[src/common/sbsr_consts.svh]
// constants for the status byte and service request block
`ifndef SBSR_CONSTS_SVH
`define SBSR_CONSTS_SVH

// ----------------------------------------------------------------
// status byte bit positions
// ----------------------------------------------------------------
`define SBSR_BIT_MSB 0
`define SBSR_BIT_SPARE 1
`define SBSR_BIT_EAV 2
`define SBSR_BIT_QSB 3
`define SBSR_BIT_MAV 4
`define SBSR_BIT_ESB 5
`define SBSR_BIT_RQS 6
`define SBSR_BIT_OSB 7

// ----------------------------------------------------------------
// widths and reset values
// ----------------------------------------------------------------
`define SBSR_BYTE_W 8
`define SBSR_QUES_W 16
`define SBSR_BYTE_ZERO 8'h00
`define SBSR_QUES_ZERO 16'h0000
// summary bits that take part in the enable mask (b0, b2..b5, b7)
`define SBSR_SUMMARY_MASK 8'hbd

`endif

[src/common/sbsr_pkg.sv]
// types shared by the status byte and service request modules
package sbsr_pkg;

	// ----------------------------------------------------------------
	// types
	// ----------------------------------------------------------------
	typedef logic [7:0] status_byte_t;

	// query responder: one-hot states
	typedef enum logic [3:0] {
		RESP_IDLE = 4'b0001,
		RESP_STB = 4'b0010,
		RESP_POLL = 4'b0100,
		RESP_SRE = 4'b1000
	} resp_state_e;

endpackage

[src/common/sbsr_edge_if.sv]
// carrier between the status byte core and its edge detector
`timescale 1ns/10ps
interface sbsr_edge_if;
	logic [7:0] enabled;
	logic [7:0] rise;
	logic any_rise;
	logic clear;

	modport core (
		output enabled,
		output clear,
		input rise,
		input any_rise
	);
	modport detect (
		input enabled,
		input clear,
		output rise,
		output any_rise
	);
endinterface

[src/sbsr_edge_detect.sv]
// rising-edge detector for enabled status summary bits
`timescale 1ns/10ps
`include "sbsr_consts.svh"
module sbsr_edge_detect (
	input wire logic i_mclk, // system clock
	input wire logic i_sys_rst, // synchronous reset, active high
	sbsr_edge_if.detect edge_port // enabled summaries in, edges out
);

	// ----------------------------------------------------------------
	// history of the enabled summary vector
	// ----------------------------------------------------------------
	logic [7:0] prev_q;
	logic [7:0] prev_d;
	logic [7:0] rise_w;

	// on a clear the history is forced low so a summary that stays high
	// afterwards is seen as a fresh edge and can request service again
	assign prev_d = edge_port.clear ? `SBSR_BYTE_ZERO : edge_port.enabled;
	assign rise_w = edge_port.enabled & ~prev_q;

	always_ff @(posedge i_mclk) begin
		if (i_sys_rst) begin
			prev_q <= `SBSR_BYTE_ZERO;
		end else begin
			prev_q <= prev_d;
		end
	end

	assign edge_port.rise = rise_w;
	assign edge_port.any_rise = |rise_w;

endmodule

[src/status_byte_service_request.sv]
// status byte, service request enable mask and srq generation
`timescale 1ns/10ps
`include "sbsr_consts.svh"

module status_byte_service_request #(
	parameter int QUES_W = `SBSR_QUES_W // questionable register width
) (
	input wire logic i_mclk, // 25 mhz system clock
	input wire logic i_sys_rst, // synchronous reset, active high
	input wire logic i_meas_summary, // measurement summary (b0)
	input wire logic i_errq_empty, // error queue holds no message
	input wire logic [QUES_W-1:0] i_ques_event, // questionable event register
	input wire logic [QUES_W-1:0] i_ques_enable, // questionable enable register
	input wire logic i_outq_empty, // output queue holds no message
	input wire logic i_std_event_summary, // standard event summary (b5)
	input wire logic i_oper_summary, // operation summary (b7)
	input wire logic i_clear_status, // clear-status command, pulse
	input wire logic i_sre_write, // enable mask write command, pulse
	input wire logic [7:0] i_sre_wdata, // value of the mask write
	input wire logic i_sre_query, // enable mask query, pulse
	input wire logic i_stb_query, // status byte query, pulse
	input wire logic i_serial_poll, // serial poll byte request, pulse
	output logic o_srq, // service request line, active high
	output logic [7:0] o_status_live, // live byte with master summary in b6
	output logic [7:0] o_resp_data, // answer byte for the last request
	output logic o_resp_valid, // answer strobe, one cycle
	output logic [7:0] o_service_mask, // current enable mask
	output logic o_mss // master summary status
);

	// ----------------------------------------------------------------
	// declarations
	// ----------------------------------------------------------------
	sbsr_edge_if edge_port ();

	sbsr_pkg::status_byte_t summary_w;
	sbsr_pkg::status_byte_t enabled_w;
	sbsr_pkg::status_byte_t stb_mss_w;
	sbsr_pkg::status_byte_t stb_rqs_w;
	sbsr_pkg::status_byte_t sre_next_w;
	sbsr_pkg::resp_state_e state_q;
	sbsr_pkg::resp_state_e state_d;

	logic [7:0] sre_q;
	logic [7:0] sre_d;
	logic rqs_q;
	logic rqs_d;
	logic srq_q;
	logic mss_w;
	logic ques_summary_w;
	logic mav_w;
	logic eav_w;
	logic rqs_set_w;
	logic rqs_clr_w;
	logic mav_hold_q;
	logic mav_hold_d;
	logic [7:0] resp_data_q;
	logic [7:0] resp_data_d;
	logic resp_valid_q;
	logic resp_valid_d;
	logic [7:0] live_q;
	logic mss_q;

	// ----------------------------------------------------------------
	// helpers
	// ----------------------------------------------------------------
	// places b6 into a byte built from the summary bits
	function automatic logic [7:0] with_b6(input logic [7:0] sum, input logic b6);
		logic [7:0] r;
		r = sum & `SBSR_SUMMARY_MASK;
		r[`SBSR_BIT_RQS] = b6;
		return r;
	endfunction

	// ----------------------------------------------------------------
	// summary messages
	// ----------------------------------------------------------------
	// the questionable summary is formed here from its event and enable
	// registers, mav and eav from the queue-empty flags; the others arrive already formed
	assign ques_summary_w = |(i_ques_event & i_ques_enable);
	assign mav_w = ~i_outq_empty;
	assign eav_w = ~i_errq_empty;

	// a clear cannot reach into the output queue, so mav is shown only
	// as the queue reports it; the hold flag records that a clear came
	assign mav_hold_d = i_clear_status ? 1'b1 : (i_outq_empty ? 1'b0 : mav_hold_q);

	always_comb begin
		summary_w = `SBSR_BYTE_ZERO;
		summary_w[`SBSR_BIT_MSB] = i_meas_summary;
		summary_w[`SBSR_BIT_EAV] = eav_w;
		summary_w[`SBSR_BIT_QSB] = ques_summary_w;
		summary_w[`SBSR_BIT_MAV] = mav_w;
		summary_w[`SBSR_BIT_ESB] = i_std_event_summary;
		summary_w[`SBSR_BIT_OSB] = i_oper_summary;
	end

	// ----------------------------------------------------------------
	// enable mask and master summary
	// ----------------------------------------------------------------
	// b6 of the mask has no summary behind it and is kept at zero
	assign sre_next_w = i_sre_wdata & `SBSR_SUMMARY_MASK;
	assign sre_d = i_sre_write ? sre_next_w : sre_q;
	assign enabled_w = summary_w & sre_q;
	assign mss_w = |enabled_w;

	always_ff @(posedge i_mclk) begin
		if (i_sys_rst) begin
			sre_q <= `SBSR_BYTE_ZERO;
		end else begin
			sre_q <= sre_d;
		end
	end

	// ----------------------------------------------------------------
	// request for service
	// ----------------------------------------------------------------
	assign edge_port.enabled = enabled_w;
	assign edge_port.clear = i_serial_poll | i_clear_status;

	sbsr_edge_detect u_edge (
		.i_mclk(i_mclk),
		.i_sys_rst(i_sys_rst),
		.edge_port(edge_port)
	);

	assign rqs_set_w = edge_port.any_rise;
	assign rqs_clr_w = i_serial_poll | i_clear_status;
	// a new edge in the cycle of the poll wins, so no request is lost
	assign rqs_d = rqs_set_w ? 1'b1 : (rqs_clr_w ? 1'b0 : rqs_q);

	always_ff @(posedge i_mclk) begin
		if (i_sys_rst) begin
			rqs_q <= 1'b0;
			srq_q <= 1'b0;
			mav_hold_q <= 1'b0;
		end else begin
			rqs_q <= rqs_d;
			srq_q <= rqs_d;
			mav_hold_q <= mav_hold_d;
		end
	end

	// ----------------------------------------------------------------
	// byte images
	// ----------------------------------------------------------------
	// the query image carries the master summary in b6
	assign stb_mss_w = with_b6(summary_w, mss_w);
	// the poll image carries the request flag as it stood before the poll
	assign stb_rqs_w = with_b6(summary_w, rqs_q);

	// ----------------------------------------------------------------
	// query responder
	// ----------------------------------------------------------------
	// a serial poll takes priority over a status query, which takes
	// priority over a mask query; only one answer leaves per cycle
	always_comb begin
		state_d = sbsr_pkg::RESP_IDLE;
		if (i_serial_poll) begin
			state_d = sbsr_pkg::RESP_POLL;
		end else if (i_stb_query) begin
			state_d = sbsr_pkg::RESP_STB;
		end else if (i_sre_query) begin
			state_d = sbsr_pkg::RESP_SRE;
		end
	end

	always_comb begin
		resp_data_d = resp_data_q;
		resp_valid_d = 1'b0;
		case (state_d)
			sbsr_pkg::RESP_IDLE: begin
				resp_valid_d = 1'b0;
			end
			sbsr_pkg::RESP_POLL: begin
				resp_data_d = stb_rqs_w;
				resp_valid_d = 1'b1;
			end
			sbsr_pkg::RESP_STB: begin
				resp_data_d = stb_mss_w;
				resp_valid_d = 1'b1;
			end
			sbsr_pkg::RESP_SRE: begin
				resp_data_d = sre_q;
				resp_valid_d = 1'b1;
			end
			default: begin
				resp_valid_d = 1'b0;
			end
		endcase
	end

	always_ff @(posedge i_mclk) begin
		if (i_sys_rst) begin
			state_q <= sbsr_pkg::RESP_IDLE;
			resp_data_q <= `SBSR_BYTE_ZERO;
			resp_valid_q <= 1'b0;
		end else begin
			state_q <= state_d;
			resp_data_q <= resp_data_d;
			resp_valid_q <= resp_valid_d;
		end
	end

	// ----------------------------------------------------------------
	// live outputs
	// ----------------------------------------------------------------
	always_ff @(posedge i_mclk) begin
		if (i_sys_rst) begin
			live_q <= `SBSR_BYTE_ZERO;
			mss_q <= 1'b0;
		end else begin
			live_q <= stb_mss_w;
			mss_q <= mss_w;
		end
	end

	assign o_srq = srq_q;
	assign o_status_live = live_q;
	assign o_resp_data = resp_data_q;
	assign o_resp_valid = resp_valid_q;
	assign o_service_mask = sre_q;
	assign o_mss = mss_q;

endmodule

[config.mk]
export PLATFORM = sky130hd
export DESIGN_NAME = status_byte_service_request
export DESIGN_NICKNAME = d
export VERILOG_FILES = /design/src/common/sbsr_pkg.sv /design/src/common/sbsr_edge_if.sv /design/src/sbsr_edge_detect.sv /design/src/status_byte_service_request.sv
export VERILOG_INCLUDE_DIRS = /design/src /design/src/common
export SDC_FILE = /design/constraint.sdc
export NUM_CORES = 1
export LEC_CHECK = 0
export BUFFER_PORTS_ARGS = -buffer_cell sky130_fd_sc_hd__buf_2
export CAP_MARGIN = 25
export CORE_MARGIN = 5
export CORE_UTILIZATION = 32
export CTS_CLUSTER_DIAMETER = 30
export CTS_CLUSTER_SIZE = 8
export DETAILED_ROUTE_END_ITERATION = 6
export GPL_TIMING_DRIVEN = 0
export PLACE_DENSITY = 0.71
export REMOVE_ABC_BUFFERS = 1
export SETUP_SLACK_MARGIN = 0.15
export SYNTH_ARGS = -nofsm -noshare
export SYNTH_HDL_FRONTEND = slang
export SYNTH_SLANG_ARGS = --single-unit
[constraint.sdc]
create_clock -name i_mclk -period 1.8 [get_ports i_mclk]
set_clock_uncertainty 0.15 [all_clocks]
set_input_delay 0.36 -clock i_mclk [delete_from_list [all_inputs] [get_ports i_mclk]]
set_output_delay 0.36 -clock i_mclk [all_outputs]
set_load 0.01 [all_outputs]
==> results.sh <==
export IMPL_leakage_nw=0.762
export IMPL_cts_repair_resized=0
export IMPL_wl_met3_um=314
export IMPL_clkTransAtPathRegs_ps=90
export IMPL_drt_pre_antenna_iters=3
export IMPL_num_vias=1097
export IMPL_grt_pass1_wl_um=4850
export IMPL_dieArea_um2=5020
export IMPL_r2r_start="o_service_mask[0]"
export IMPL_end_kind="output port"
export IMPL_synth_cells=121
export IMPL_numClockSinks=28
export IMPL_cpLargestDelayFamily="flip-flops"
export IMPL_fin_setup_tns_ps=0
export IMPL_yosysUniqueCellTypes=33
export IMPL_holdPathEnd="o_status_live[4]"
export IMPL_slew_headroom_pct=65.6
export IMPL_die_y_um=70.9
export IMPL_r2r_slack_ps=570
export IMPL_period_share_pct=76.8
export IMPL_place_gp_congestion=0.708
export IMPL_grt_use_total_pct=12.0
export IMPL_outcome="finished, final reports clean"
export IMPL_root_buffer="clkbuf_8"
export IMPL_startpoint="o_service_mask[3]"
export IMPL_overflow=0
export IMPL_num_rows=22
export IMPL_io_pins=79
export IMPL_cts_buffer_depth=2
export IMPL_worst_pin_slew_ps=514
export IMPL_final_max_slew_viol_count=0
export IMPL_ant_nets=0
export IMPL_final_layout_size_suffix_gt1_share_pct=44.9
export IMPL_combPwrFrac_pct=18.6
export IMPL_grt_max_degree=26
export IMPL_p_seq_share_pct=54.9
export IMPL_crit_path_start_kind="flop"
export IMPL_cp_max_fo=7
export IMPL_dpl_hpwl_um=2460
export IMPL_htree_levels=1
export IMPL_fill_cells=400
export IMPL_cts_buffers=3
export IMPL_p_per_area_nw_per_um2=776
export IMPL_start_util_pct=32.6
export IMPL_highest_layer="met4"
export IMPL_slowest_stage="dfxtp_1"
export IMPL_setup_slack_ps=417
export IMPL_post_cts_repair_setup_buffers=0
export IMPL_netlist_area_um2=1180
export IMPL_path_buf_inv=1
export IMPL_drc=0
export IMPL_core_area_um2=3630
export IMPL_nNetsFinal=241
export IMPL_seq_area_frac_synth_pct=47.3
export IMPL_r2r_cells=4
export IMPL_p_int_mw=0.917
export IMPL_syn_to_final_growth_pct=33.5
export IMPL_min_delay_start="i_outq_empty"
export IMPL_avgSynthCellArea_um2=9.79
export IMPL_peakVddDrop_v=0.000342
export IMPL_maxCapViolCount=0
export IMPL_finalHoldViolCount=0
export IMPL_synth_seq_cells=28
export IMPL_cp_required_ps=1290
export IMPL_met1_length_um=1210
export IMPL_path_cells="buf_2"
export IMPL_wirelength_um=3040
export IMPL_synth_edf_count=0
export IMPL_power_share_switching_pct=25.3
export IMPL_holdPathStages=2
export IMPL_critPathMaxStageDelay_ps=440
export IMPL_synth_flop_cell="dfxtp_1"
export IMPL_ctsHoldBuffers=0
export IMPL_cts_tree="done"
export IMPL_p_switching_mw=0.310
export IMPL_worst_endpoint_arrival_ps=870
export IMPL_antenna_found_initial=0
export IMPL_fmax_mhz=723
export IMPL_ys_warn_count=0
export IMPL_place_ws_ps=139
export IMPL_viasPerCell=4.67
export IMPL_pwr_share_clk_pct=26.5
export IMPL_antennaDiodeCount=0
export IMPL_final_core_utilization_pct=43.5
export IMPL_wl_met2_um=1480
export IMPL_drtIter0Drc=19
export IMPL_r2r_end="o_resp_data[6]"
export IMPL_timing_final_crit_period_ps=1380
export IMPL_wire_per_inst_um=12.9
export IMPL_port_buffers=72
export IMPL_rsz0062_at_grt="no"
export IMPL_synthArstFlopShare_pct=0
export IMPL_worstSetupPathType="reg2out"
export IMPL_setup_violations=0
export IMPL_clkLatencyLatePin_ps=270
export IMPL_hold_class="in2reg"
export IMPL_dieWidth_um=70.9
export IMPL_first_global_vias=1142
==> synth_stat cells, types with 2 or more instances <==
master | number | share of area (%)
dfxtp_1 | 28 | 47
nor2_1 | 20 | 6.3
mux2i_1 | 9 | 7.6
a211oi_1 | 7 | 4.4
nand2b_1 | 6 | 3.2
buf_4 | 5 | 3.2
nor2b_1 | 5 | 2.6
a221oi_2 | 4 | 5.1
a22o_1 | 4 | 3.0
buf_2 | 4 | 1.7
nand2_1 | 4 | 1.3
inv_1 | 2 | 0.63
o21ai_0 | 2 | 0.84
o22ai_1 | 2 | 1.1
==> power groups by stage <==
stage	clock network, mW	registers (mW)	logic, mW
final	0.325	0.673	0.228
after global routing	0.357	0.679	0.253
after CTS	0.344	0.673	0.233
after detailed placement	0	0.688	0.232
after global placement	0	0.687	0.229
after floorplan	0	0.705	0.0845
==> metal layers <==
metal	vias to the layer above	global-route usage, %
li1	551	-
met3	4	4.55
met1	491	13.5
met5	-	0
met2	51	20.6
met4	0	4.38
==> cells by family (layout without fill, tap and decap cells) <==
group	count (synthesis)	after routing	share of synthesized area, %
AOI/OAI and AO/OA	27	27	20.2
buffers and inverters	14	77	7.07
DFF	28	28	47.3
muxes	9	9	7.60
other	1	4	0.316
and+or+nand+nor	42	42	17.5
==> cells in the final DEF (no fill, tap or decap), drive strengths merged, types with 2 or more instances in the layout <==
master	count
o22ai	3
mux2i	9
nand2b	6
a211oi	8
a221oi	5
a22o	4
inv	2
nor2	20
o21ai	4
conb	4
nand2	4
buf	72
nor2b	5
dfxtp	28
clkbuf	3
==> how the worst max path moves through the flow <==
| stage | endpoint | slack (ps) | cells past startpoint |
|---|---|---|---|
| final | o_service_mask[3] | 420 | 1 |
| after global routing | o_srq | 340 | 5 |
| after CTS | o_service_mask[3] | 410 | 1 |
| after detailed placement | o_srq | 140 | 5 |
| after global placement | o_srq | 140 | 5 |
| after floorplan | o_srq | 360 | 4 |
==> worst register-to-register path, stage by stage, from the launching register on <==
cell and delay [ps]:
dfxtp_1 350, a22oi_1 170, nand4_1 170, o21ai_0 190
o21ai_1 90
==> layout make-up <==
class                      count  area, um^2  share of cell area (%)
timing repair buffer          72         360                    22.8
inverter                       2        7.51                   0.475
clock buffer                   3        41.3                    2.61
sequential                    28         561                    35.4
tap                           48        60.1                    3.80
multi-input combinational     82         552                    34.9
==> per-stage QoR <==
stage / instance area (um^2) / hold slack, ps / total power, mW / instances
3_3_place_gp: 1540 / 338 / 0.916 / 232
6_report: 1580 / 123 / 1.23 / 235
5_1_grt: 1580 / 119 / 1.29 / 235
2_1_floorplan: 1120 / 275 / 0.790 / 112
4_1_cts: 1580 / 113 / 1.25 / 235
3_5_place_dp: 1540 / 351 / 0.919 / 232
==> state kept, by name (all words and copies together), names as in the netlist <==
signal,cells
o_srq,1
o_service_mask,6
o_status_live,7
o_resp_data,7
u_edge.prev_q,6
o_resp_valid,1
No activity file was read; power rests on OpenSTA's default activity.
